--- config.mk ---
export PLATFORM = sky130hd
export DESIGN_NAME = pio_port
export DESIGN_NICKNAME = d
export VERILOG_FILES = /design/src/core/pio_pkg.sv /design/src/core/pio_port.sv
export SDC_FILE = /design/constraint.sdc
export NUM_CORES = 1
export LEC_CHECK = 0
export BUFFER_PORTS_ARGS = -buffer_cell sky130_fd_sc_hd__buf_2
export CORE_AREA = 2 2 208 210
export DETAILED_ROUTE_END_ITERATION = 12
export DIE_AREA = 0 0 210 212
export PLACE_DENSITY = 0.72
export SETUP_SLACK_MARGIN = 0.1
export SKIP_CTS_REPAIR_TIMING = 1
export SYNTH_ARGS = -nofsm -noshare
export SYNTH_HDL_FRONTEND = slang
export SYNTH_SLANG_ARGS = --single-unit
--- constraint.sdc ---
create_clock -name clock_i -period 1.85 [get_ports clock_i]
set_clock_uncertainty 0.05 [all_clocks]
set_input_delay 0.37 -clock clock_i [delete_from_list [all_inputs] [get_ports clock_i]]
set_output_delay 0.37 -clock clock_i [all_outputs]
set_load 0.02 [all_outputs]
--- src/core/pio_pkg.sv ---
// Register map, field positions and reset values of the parallel I/O port.
// Assumes a 16-bit register port with one-cycle read latency.
package pio_pkg;
	localparam int ADDR_W = 5;
	localparam int DATA_W = 16;
	localparam int NPORT = 2;
	localparam int SYNC_W = 4 * DATA_W;
	localparam int THR_W = 5;
	localparam int STRB_W = 3;
	typedef logic [ADDR_W-1:0] pio_addr_t;
	typedef logic [DATA_W-1:0] pio_data_t;
	localparam pio_addr_t A_DATA0 = 5'h00;
	localparam pio_addr_t A_DIR0 = 5'h01;
	localparam pio_addr_t A_OD0 = 5'h02;
	localparam pio_addr_t A_SET0 = 5'h03;
	localparam pio_addr_t A_CLR0 = 5'h04;
	localparam pio_addr_t A_DATA1 = 5'h05;
	localparam pio_addr_t A_DIR1 = 5'h06;
	localparam pio_addr_t A_OD1 = 5'h07;
	localparam pio_addr_t A_INA = 5'h08;
	localparam pio_addr_t A_INB = 5'h09;
	localparam pio_addr_t A_SYSCFG = 5'h0a;
	localparam pio_addr_t A_XPERCFG = 5'h0b;
	localparam pio_addr_t A_THRESH = 5'h0c;
	localparam pio_addr_t A_DRVCTL = 5'h0d;
	localparam pio_addr_t A_STRBDRV = 5'h0e;
	localparam int SYS_EXTENSION_PORT_ENABLE_BIT = 2;
	localparam int XPER_EN_BIT = 3;
	localparam pio_data_t RST_OUT = 16'h0000;
	localparam pio_data_t RST_DIR = 16'h0000;
	localparam pio_data_t RST_OD = 16'h0000;
	localparam pio_data_t RST_CFG = 16'h0000;
	localparam logic [THR_W-1:0] RST_THR = 5'h00;
	localparam logic [STRB_W-1:0] RST_STRB = 3'h0;
endpackage

--- src/core/pio_port.sv ---
// Parallel I/O port: one standard and one extension bidirectional port,
// one standard and one extension input-only port, plus configuration.
// Assumes pin levels are resolved outside from io_out_o and io_oe_o.
`timescale 1ns/1ps
`default_nettype none

// Notes on behaviour
// (RULE_01) Every pin is sampled into the input latch each state time.
// (RULE_02) Writing an input pin stores into the output latch, pin not driven.
// (RULE_03) Reading an input pin returns the sampled pin level.
// (RULE_04) Read-modify-write on input pin uses pin level, result goes to latch.
// (RULE_05) Direction bit 1 means writes reach both latch and pin.
// (RULE_06) Reading an output pin returns the output latch.
// (RULE_07) Read-modify-write on output pin uses latch and changes the pin.
// (RULE_08) A pin configured as input is high impedance.
// (RULE_09) Each bidirectional line has a direction bit; input-only ports have none.
// (RULE_10) Per-pin push-pull or open-drain select on bidirectional ports.
// (RULE_11) Open-drain select 0 after reset gives push-pull; 1 gives open-drain.
// (RULE_12) Open-drain latch 1 turns the low driver off; pin floats.
// (RULE_13) Extension ports stay disabled until both enable bits are set.
// (RULE_14) Extension port registers take whole-word access only, no bit operations.
// (RULE_15) Standard port bits can be set, cleared or tested individually.
// (RULE_16) Input threshold control selects hysteresis for five ports.
// (RULE_17) Bus strobe driver control holds ALE, RD and WR driver bits.
// (RULE_18) Peripherals or bus controller may take over port lines.
// (RULE_19) Reset clears all direction bits; all pins start as inputs.
module pio_port (
	input wire logic clock_i, // 20 MHz clock
	input wire logic sys_rst_i, // Synchronous reset, high
	input wire logic clk_en_i, // Freezes all state when low
	input wire pio_pkg::pio_addr_t addr_i, // Register address
	input wire pio_pkg::pio_data_t wdata_i, // Write data
	input wire logic wr_i, // Write strobe
	input wire logic rd_i, // Read strobe
	output logic [pio_pkg::DATA_W-1:0] rdata_o, // Read data, cycle after strobe
	input wire logic [pio_pkg::NPORT-1:0][pio_pkg::DATA_W-1:0] io_pin_i, // Bidir pin levels
	output logic [pio_pkg::NPORT-1:0][pio_pkg::DATA_W-1:0] io_out_o, // Bidir pin drive value
	output logic [pio_pkg::NPORT-1:0][pio_pkg::DATA_W-1:0] io_oe_o, // Bidir pin drive enable
	input wire logic [pio_pkg::NPORT-1:0][pio_pkg::DATA_W-1:0] in_pin_i, // Input-only pins
	input wire logic [pio_pkg::NPORT-1:0][pio_pkg::DATA_W-1:0] alt_en_i, // Peripheral owns line
	input wire logic [pio_pkg::NPORT-1:0][pio_pkg::DATA_W-1:0] alt_out_i, // Peripheral value
	input wire logic [pio_pkg::NPORT-1:0][pio_pkg::DATA_W-1:0] alt_oe_i, // Peripheral enable
	output logic [pio_pkg::THR_W-1:0] thr_sel_o, // Hysteresis select per port
	output logic [pio_pkg::DATA_W-1:0] drv_ctrl_o, // Port output driver control
	output logic [pio_pkg::STRB_W-1:0] strobe_drv_o, // ALE, RD, WR driver select
	output logic ext_en_o // Extension ports enabled
);
	import pio_pkg::*;

	typedef struct packed {
		logic [SYNC_W-1:0] s1;
		logic [SYNC_W-1:0] s2;
		logic [SYNC_W-1:0] s3;
		logic [SYNC_W-1:0] inl;
		logic [NPORT-1:0][DATA_W-1:0] out;
		logic [NPORT-1:0][DATA_W-1:0] dir;
		logic [NPORT-1:0][DATA_W-1:0] od;
		pio_data_t sys_cfg;
		pio_data_t xper_cfg;
		logic [THR_W-1:0] thr;
		pio_data_t drv;
		logic [STRB_W-1:0] strb;
		pio_data_t rdata;
	} pio_state_s;

	pio_state_s st_q;
	pio_state_s st_d;
	logic ext_en;
	logic [NPORT-1:0][DATA_W-1:0] rdval;
	logic [SYNC_W-1:0] agree;

	assign ext_en = st_q.sys_cfg[SYS_EXTENSION_PORT_ENABLE_BIT] & st_q.xper_cfg[XPER_EN_BIT]; // RULE_13
	assign agree = st_q.s2 ~^ st_q.s3;

	// Value seen by a read: latch for outputs, sampled pin for inputs
	always_comb begin
		for (int p = 0; p < NPORT; p++) begin
			rdval[p] = (st_q.out[p] & st_q.dir[p])
				| (st_q.inl[p*DATA_W +: DATA_W] & ~st_q.dir[p]); // RULE_03 RULE_06
		end
	end

	always_comb begin
		st_d = st_q;
		if (clk_en_i) begin
			st_d.s1 = {in_pin_i, io_pin_i};
			st_d.s2 = st_q.s1;
			st_d.s3 = st_q.s2;
			// Accept a level once the last two stages agree
			st_d.inl = (agree & st_q.s3) | (~agree & st_q.inl); // RULE_01
			st_d.rdata = '0;
			if (wr_i) begin
				case (addr_i)
					A_DATA0: st_d.out[0] = wdata_i; // RULE_02 RULE_05
					A_DIR0: st_d.dir[0] = wdata_i; // RULE_09
					A_OD0: st_d.od[0] = wdata_i; // RULE_10
					A_SET0: st_d.out[0] = rdval[0] | wdata_i; // RULE_04 RULE_07 RULE_15
					A_CLR0: st_d.out[0] = rdval[0] & ~wdata_i; // RULE_04 RULE_07 RULE_15
					A_DATA1: begin
						if (ext_en) begin
							st_d.out[1] = wdata_i; // RULE_14
						end
					end
					A_DIR1: begin
						if (ext_en) begin
							st_d.dir[1] = wdata_i;
						end
					end
					A_OD1: begin
						if (ext_en) begin
							st_d.od[1] = wdata_i;
						end
					end
					A_SYSCFG: st_d.sys_cfg = wdata_i;
					A_XPERCFG: st_d.xper_cfg = wdata_i;
					A_THRESH: st_d.thr = wdata_i[THR_W-1:0]; // RULE_16
					A_DRVCTL: st_d.drv = wdata_i;
					A_STRBDRV: st_d.strb = wdata_i[STRB_W-1:0]; // RULE_17
					default: ;
				endcase
			end
			if (rd_i) begin
				case (addr_i)
					A_DATA0: st_d.rdata = rdval[0]; // RULE_03 RULE_06
					A_DIR0: st_d.rdata = st_q.dir[0];
					A_OD0: st_d.rdata = st_q.od[0];
					A_DATA1: st_d.rdata = ext_en ? rdval[1] : '0; // RULE_13
					A_DIR1: st_d.rdata = ext_en ? st_q.dir[1] : '0;
					A_OD1: st_d.rdata = ext_en ? st_q.od[1] : '0;
					A_INA: st_d.rdata = st_q.inl[2*DATA_W +: DATA_W]; // RULE_09
					A_INB: st_d.rdata = ext_en ? st_q.inl[3*DATA_W +: DATA_W] : '0;
					A_SYSCFG: st_d.rdata = st_q.sys_cfg;
					A_XPERCFG: st_d.rdata = st_q.xper_cfg;
					A_THRESH: st_d.rdata = {{(DATA_W-THR_W){1'b0}}, st_q.thr};
					A_DRVCTL: st_d.rdata = st_q.drv;
					A_STRBDRV: st_d.rdata = {{(DATA_W-STRB_W){1'b0}}, st_q.strb};
					default: st_d.rdata = '0;
				endcase
			end
		end
	end

	always_ff @(posedge clock_i) begin
		if (sys_rst_i) begin
			st_q.s1 <= '0;
			st_q.s2 <= '0;
			st_q.s3 <= '0;
			st_q.inl <= '0;
			st_q.out <= {NPORT{RST_OUT}};
			st_q.dir <= {NPORT{RST_DIR}}; // RULE_19
			st_q.od <= {NPORT{RST_OD}}; // RULE_11
			st_q.sys_cfg <= RST_CFG;
			st_q.xper_cfg <= RST_CFG;
			st_q.thr <= RST_THR;
			st_q.drv <= RST_CFG;
			st_q.strb <= RST_STRB;
			st_q.rdata <= '0;
		end else begin
			st_q <= st_d;
		end
	end

	// Pin drivers; open-drain never drives high, peripherals override except on the extension port while it is disabled
	always_comb begin
		for (int p = 0; p < NPORT; p++) begin
			for (int b = 0; b < DATA_W; b++) begin
				if (alt_en_i[p][b]) begin
					io_out_o[p][b] = alt_out_i[p][b]; // RULE_18
					io_oe_o[p][b] = alt_oe_i[p][b];
				end else begin
					io_out_o[p][b] = st_q.out[p][b] & ~st_q.od[p][b]; // RULE_05 RULE_11
					io_oe_o[p][b] = st_q.dir[p][b] & ~(st_q.od[p][b] & st_q.out[p][b]); // RULE_08 RULE_12
				end
				if (p == 1 && !ext_en) begin
					io_out_o[p][b] = 1'b0; // RULE_13
					io_oe_o[p][b] = 1'b0;
				end
			end
		end
	end

	assign rdata_o = st_q.rdata;
	assign thr_sel_o = st_q.thr; // RULE_16
	assign drv_ctrl_o = st_q.drv;
	assign strobe_drv_o = st_q.strb; // RULE_17
	assign ext_en_o = ext_en;

	chk_dir_reset: assert property (@(posedge clock_i) // RULE_19
		$fell(sys_rst_i) |-> (st_q.dir == '0 && io_oe_o == (alt_en_i & alt_oe_i & {{DATA_W{1'b0}}, {DATA_W{1'b1}}})))
		else $error("direction not cleared by reset");

	chk_input_hiz: assert property (@(posedge clock_i) disable iff (sys_rst_i) // RULE_08
		((io_oe_o[0] & ~st_q.dir[0] & ~alt_en_i[0]) == '0))
		else $error("input pin driven");

	chk_read_value: assert property (@(posedge clock_i) disable iff (sys_rst_i) // RULE_03
		(clk_en_i && rd_i && addr_i == A_DATA0) |=>
		rdata_o == (($past(st_q.out[0]) & $past(st_q.dir[0]))
		| ($past(st_q.inl[DATA_W-1:0]) & ~$past(st_q.dir[0]))))
		else $error("port read value wrong");

	chk_write_latch: assert property (@(posedge clock_i) disable iff (sys_rst_i) // RULE_02
		(clk_en_i && wr_i && addr_i == A_DATA0) |=> st_q.out[0] == $past(wdata_i))
		else $error("output latch not written");

	chk_pushpull_drive: assert property (@(posedge clock_i) disable iff (sys_rst_i) // RULE_05
		((st_q.dir[0] & ~st_q.od[0] & ~alt_en_i[0]
		& ((io_out_o[0] ^ st_q.out[0]) | ~io_oe_o[0])) == '0))
		else $error("push-pull output does not follow latch");

	chk_od_float: assert property (@(posedge clock_i) disable iff (sys_rst_i) // RULE_12
		((st_q.od[0] & st_q.out[0] & ~alt_en_i[0] & io_oe_o[0]) == '0)
		&& ((st_q.od[0] & ~alt_en_i[0] & io_out_o[0]) == '0))
		else $error("open-drain pin driven high");

	chk_set_rmw: assert property (@(posedge clock_i) disable iff (sys_rst_i) // RULE_15
		(clk_en_i && wr_i && addr_i == A_SET0) |=>
		st_q.out[0] == ($past(rdval[0]) | $past(wdata_i)))
		else $error("bit set did not read-modify-write");

	chk_ext_gate: assert property (@(posedge clock_i) disable iff (sys_rst_i) // RULE_13
		!ext_en |-> (io_oe_o[1] == '0 && !ext_en_o))
		else $error("extension port active while disabled");

	chk_sample_pin: assert property (@(posedge clock_i) disable iff (sys_rst_i) // RULE_01
		(clk_en_i && st_q.s2 == st_q.s3) |=> st_q.inl == $past(st_q.s3))
		else $error("pin level not sampled");

	chk_ext_write_drop: assert property (@(posedge clock_i) disable iff (sys_rst_i) // RULE_14
		(clk_en_i && wr_i && addr_i == A_DATA1 && !ext_en) |=> $stable(st_q.out[1]))
		else $error("disabled extension port took a write");

	chk_freeze_state: assert property (@(posedge clock_i) disable iff (sys_rst_i) // RULE_01
		!clk_en_i |=> $stable(st_q))
		else $error("state changed with clock enable low");

	chk_sync_hold: assert property (@(posedge clock_i) disable iff (sys_rst_i) // RULE_01
		clk_en_i |=> ((st_q.inl ^ $past(st_q.inl)) & ~$past(agree)) == '0)
		else $error("unsettled pin level accepted");

	chk_input_read: assert property (@(posedge clock_i) disable iff (sys_rst_i) // RULE_03
		(clk_en_i && rd_i && addr_i == A_DATA0 && st_q.dir[0] == '0) |=>
		rdata_o == $past(st_q.inl[DATA_W-1:0]))
		else $error("input pin read did not return pin level");

	chk_input_rmw: assert property (@(posedge clock_i) disable iff (sys_rst_i) // RULE_04
		(clk_en_i && wr_i && addr_i == A_SET0) |=>
		((st_q.out[0] ^ ($past(st_q.inl[DATA_W-1:0]) | $past(wdata_i)))
		& ~$past(st_q.dir[0])) == '0)
		else $error("input bit modify did not use pin level");

	chk_output_read: assert property (@(posedge clock_i) disable iff (sys_rst_i) // RULE_06
		(clk_en_i && rd_i && addr_i == A_DATA0 && &st_q.dir[0]) |=>
		rdata_o == $past(st_q.out[0]))
		else $error("output pin read did not return latch");

	chk_output_rmw: assert property (@(posedge clock_i) disable iff (sys_rst_i) // RULE_07
		(clk_en_i && wr_i && addr_i == A_SET0) |=>
		((st_q.out[0] ^ ($past(st_q.out[0]) | $past(wdata_i)))
		& $past(st_q.dir[0])) == '0)
		else $error("output bit modify did not use latch");

	chk_dir_write: assert property (@(posedge clock_i) disable iff (sys_rst_i) // RULE_09
		(clk_en_i && wr_i && addr_i == A_DIR0) |=> st_q.dir[0] == $past(wdata_i))
		else $error("direction register not written");

	chk_od_write: assert property (@(posedge clock_i) disable iff (sys_rst_i) // RULE_10
		(clk_en_i && wr_i && addr_i == A_OD0) |=> st_q.od[0] == $past(wdata_i))
		else $error("open-drain select not written");

	chk_od_low_drive: assert property (@(posedge clock_i) disable iff (sys_rst_i) // RULE_11
		((st_q.dir[0] & st_q.od[0] & ~st_q.out[0] & ~alt_en_i[0]
		& (~io_oe_o[0] | io_out_o[0])) == '0))
		else $error("open-drain pin not driven low");

	chk_ina_read: assert property (@(posedge clock_i) disable iff (sys_rst_i) // RULE_09
		(clk_en_i && rd_i && addr_i == A_INA) |=>
		rdata_o == $past(st_q.inl[2*DATA_W +: DATA_W]))
		else $error("input-only port read wrong");

	chk_inb_gate: assert property (@(posedge clock_i) disable iff (sys_rst_i) // RULE_13
		(clk_en_i && rd_i && addr_i == A_INB && !ext_en) |=> rdata_o == '0)
		else $error("disabled extension input read nonzero");

	chk_ext_dir_drop: assert property (@(posedge clock_i) disable iff (sys_rst_i) // RULE_14
		(clk_en_i && wr_i && addr_i == A_DIR1 && !ext_en) |=> $stable(st_q.dir[1]))
		else $error("disabled extension direction took a write");

	chk_port1_drive: assert property (@(posedge clock_i) disable iff (sys_rst_i) // RULE_05
		ext_en |-> ((st_q.dir[1] & ~st_q.od[1] & ~alt_en_i[1]
		& ((io_out_o[1] ^ st_q.out[1]) | ~io_oe_o[1])) == '0))
		else $error("extension output does not follow latch");

	chk_takeover: assert property (@(posedge clock_i) disable iff (sys_rst_i) // RULE_18
		((alt_en_i[0] & ((io_out_o[0] ^ alt_out_i[0]) | (io_oe_o[0] ^ alt_oe_i[0]))) == '0))
		else $error("peripheral takeover not applied");

	chk_thr_write: assert property (@(posedge clock_i) disable iff (sys_rst_i) // RULE_16
		(clk_en_i && wr_i && addr_i == A_THRESH) |=>
		thr_sel_o == $past(wdata_i[THR_W-1:0]))
		else $error("threshold select not written");

	chk_strb_write: assert property (@(posedge clock_i) disable iff (sys_rst_i) // RULE_17
		(clk_en_i && wr_i && addr_i == A_STRBDRV) |=>
		strobe_drv_o == $past(wdata_i[STRB_W-1:0]))
		else $error("strobe driver select not written");
endmodule

`default_nettype wire

==> impl_metrics.json <==
{
  "outcome": "finished with violations",
  "violations": "negative hold slack, negative setup slack",
  "initial_core_util": 0.444,
  "vdd_drop_max_uv": 734,
  "fin_nets": 2712,
  "std_cell_rows": 76,
  "hold_viol": 1,
  "grt.total_usage": 0.269,
  "place_hpwl_um": 44900,
  "clk_latency_ns": 0.57,
  "core_area_mm2": 0.0425,
  "critPathMaxFanout": 6,
  "reg2reg_depth": 8,
  "dieHeight_um": 212,
  "rsz0062_at_grt": "yes",
  "power_frac_seq": 0.476,
  "path_class": "register to output port",
  "yosysTopAreaCellShare": 0.450,
  "synthTopCellsByArea": "dfxtp_1 45%, mux2i_1 14%, nand2_1 7.0%, nor2_1 6.4%, a21oi_1 6.1%",
  "tightest_slew_ns": 1.01,
  "dr.first_iter.drc_count": 1488,
  "reg2reg_setup_slack_ns": 0.05,
  "synthCells": 2223,
  "cts_made_buffers": 45,
  "drc": 0,
  "pwr-share-comb": 0.082,
  "wire_per_inst_um": 20.4,
  "critPathRequiredTime_ns": 1.43,
  "grt_pass1_vias": 15900,
  "ys_types": 58,
  "via_per_inst": 5.62,
  "setup_tns_ns": -2.94,
  "ctsRootBufferMaster": "clkbuf_16",
  "diodes": 0,
  "overflow": 0,
  "cts_tree": "built",
  "sw_frac_of_total": 0.240,
  "min_to": "st_q[382]$_SDFFE_PP0P_",
  "cap_violations": 0,
  "antenna_found_initial": 0,
  "syn_area_mm2": 0.0189,
  "clock.fmax_mhz": 509,
  "clockBufferDepth": 3,
  "placed_area_mm2": 0.0214,
  "clk_pin_slew_ns": 0.06,
  "grt_max_degree": 148,
  "intPower_uw": 15000,
  "final.fill_count": 3805,
  "min_delay_path_depth": 3,
  "gp_congestion": 0.901,
  "drt-pass1-iter-count": 5,
  "syn_to_final_growth_pct": 27.1,
  "hold_start": "io_pin_i[22]",
  "p_leak_uw": 0.0102,
  "power_uw": 19700,
  "die_w_um": 210,
  "power.density_mw_per_mm2": 823,
  "arrival_ns": 1.55,
  "grt_pass1_wl_um": 92300,
  "h-tree-depth": 2,
  "cp-end-kind": "output port",
  "hold_class": "input pin to register",
  "finalCriticalPeriod_ns": 1.97,
  "port_buffers": 290,
  "whs_ns": -0.00246,
  "design_area_mm2": 0.0240,
  "timing.rr.end": "st_q[167]$_SDFFE_PP0P_",
  "synth_area_per_cell_um2": 8.49,
  "fin_ws_ns": -0.115,
  "ant_nets": 0,
  "worstReg2RegStart": "st_q[58]$_SDFFE_PP0P_",
  "die-area_mm2": 0.0445,
  "setup_viol": 33,
  "slew_viol_final": 0,
  "synth_top_cell_by_area": "dfxtp_1",
  "drive_gt1_frac": 0.281,
  "totalWireLength_um": 63400,
  "power_frac_clock": 0.442,
  "fin_crit_sh": 1.06,
  "synth-seq-cells": 424,
  "vias": 17400,
  "syn_nets": 2409,
  "io_pins": 291,
  "cts_sinks": 424,
  "yosysWarnings": 0,
  "start_kind": "register",
  "max_slew_margin": 0.329,
  "switchingPower_uw": 4730,
  "yosysSeqAreaShare": 0.450
}
## layer usage
layer	wire [um]	global-route usage
met5	0	0
met4	2330	0.105
met3	4880	0.0431
met2	29700	0.441
met1	26500	0.357
## worst max-delay path, cell delays in order (launching register included)
cell and delay, ns:
dfxtp_4 0.37, nand2_8 0.13, clkinvlp_4 0.13, buf_4 0.16, buf_2 0.16
## metrics by stage
step / hold WS [ns] / setup WS [ns] / instances / util
floorplan: 0.386 / 0.0559 / 2223 / -
global placement: 0.387 / -0.251 / 2989 / 0.504
detailed placement: 0.395 / -0.247 / 2989 / 0.504
CTS: -0.0219 / -0.499 / 3067 / 0.537
global route: 0.00121 / -0.173 / 3103 / 0.564
finish: -0.00246 / -0.115 / 3103 / 0.564
## power by group through the flow
stage / clock [uW] / sequential [uW] / combinational (uW)
floorplan: 0 / 9580 / 887
CTS: 8820 / 9440 / 1530
global placement: 0 / 9640 / 1490
detailed placement: 0 / 9640 / 1520
finish: 8720 / 9410 / 1620
global route: 9200 / 9420 / 1740
## cell usage after synthesis (all sizes together)
master / number
dfxtp: 424
nand2: 351
nor2: 322
mux2i: 268
a21oi: 231
o21ai: 111
buf: 101
clkbuf: 93
a21o: 72
nand3: 28
nor3b: 25
nor3: 22
nand2b: 21
a22oi: 20
a211oi: 16
a221oi: 12
a22o: 12
nor2b: 11
nor4: 9
a41oi: 8
a21boi: 6
a222oi: 6
and2: 6
o211ai: 5
o22ai: 5
o2bb2ai: 5
o31a: 5
a311oi: 3
and3: 3
inv: 3
nand4: 3
mux2: 2
nand4b: 2
o2111ai: 2
o22a: 2
o41ai: 2
a31oi: 1
and3b: 1
clkinv: 1
nand3b: 1
o21a: 1
o221ai: 1
## worst max path at each step
stage | start | endpoint | slack [ns] | cells past startpoint
after floorplan | addr_i[4] | st_q[45]$_SDFFE_PP0P_ | 0.06 | 7
final | st_q[58]$_SDFFE_PP0P_ | ext_en_o | -0.12 | 4
after global routing | st_q[58]$_SDFFE_PP0P_ | io_oe_o[28] | -0.17 | 4
after CTS | st_q[58]$_SDFFE_PP0P_ | ext_en_o | -0.50 | 4
after detailed placement | addr_i[0] | rdata_o[7]$_SDFFE_PP0P_ | -0.25 | 7
after global placement | addr_i[0] | rdata_o[7]$_SDFFE_PP0P_ | -0.25 | 7
## cells in the final DEF, fill, tap and decap left out, types with 22 or more instances in the layout
cell type	synthesis	routed
a21o_1	72	72
a21oi_1	230	219
buf_12	0	35
buf_2	46	225
buf_4	51	159
buf_6	1	24
clkbuf_16	0	47
dfxtp_1	424	344
dfxtp_2	0	48
dfxtp_4	0	32
mux2i_1	268	268
nand2_1	350	320
nand2_2	1	27
nand3_1	26	26
nor2_1	321	313
o21ai_0	110	78
o21ai_2	1	22
## area by class of cell
| cell class | count | area, um2 | share of cell area |
|---|---|---|---|
| clock buffer | 71 | 1330 | 0.0556 |
| clock inverter | 7 | 66.3 | 0.00277 |
| timing repair buffer | 450 | 3410 | 0.142 |
| multi-input combinational | 1601 | 9810 | 0.409 |
| tap | 546 | 683 | 0.0285 |
| inverter | 4 | 18.8 | 0.000783 |
| sequential | 424 | 8670 | 0.361 |
## cells by family (layout without fill, tap and decap cells)
logic type / count (synthesis) / count (layout) / synth area share
AND/OR/NAND/NOR: 805 / 805 / 0.184
flip-flops: 424 / 424 / 0.450
multiplexers: 270 / 270 / 0.143
buffers and inverters: 198 / 532 / 0.0530
AO/OA/AOI/OAI: 526 / 526 / 0.170
(Power assumes the default switching activity.)
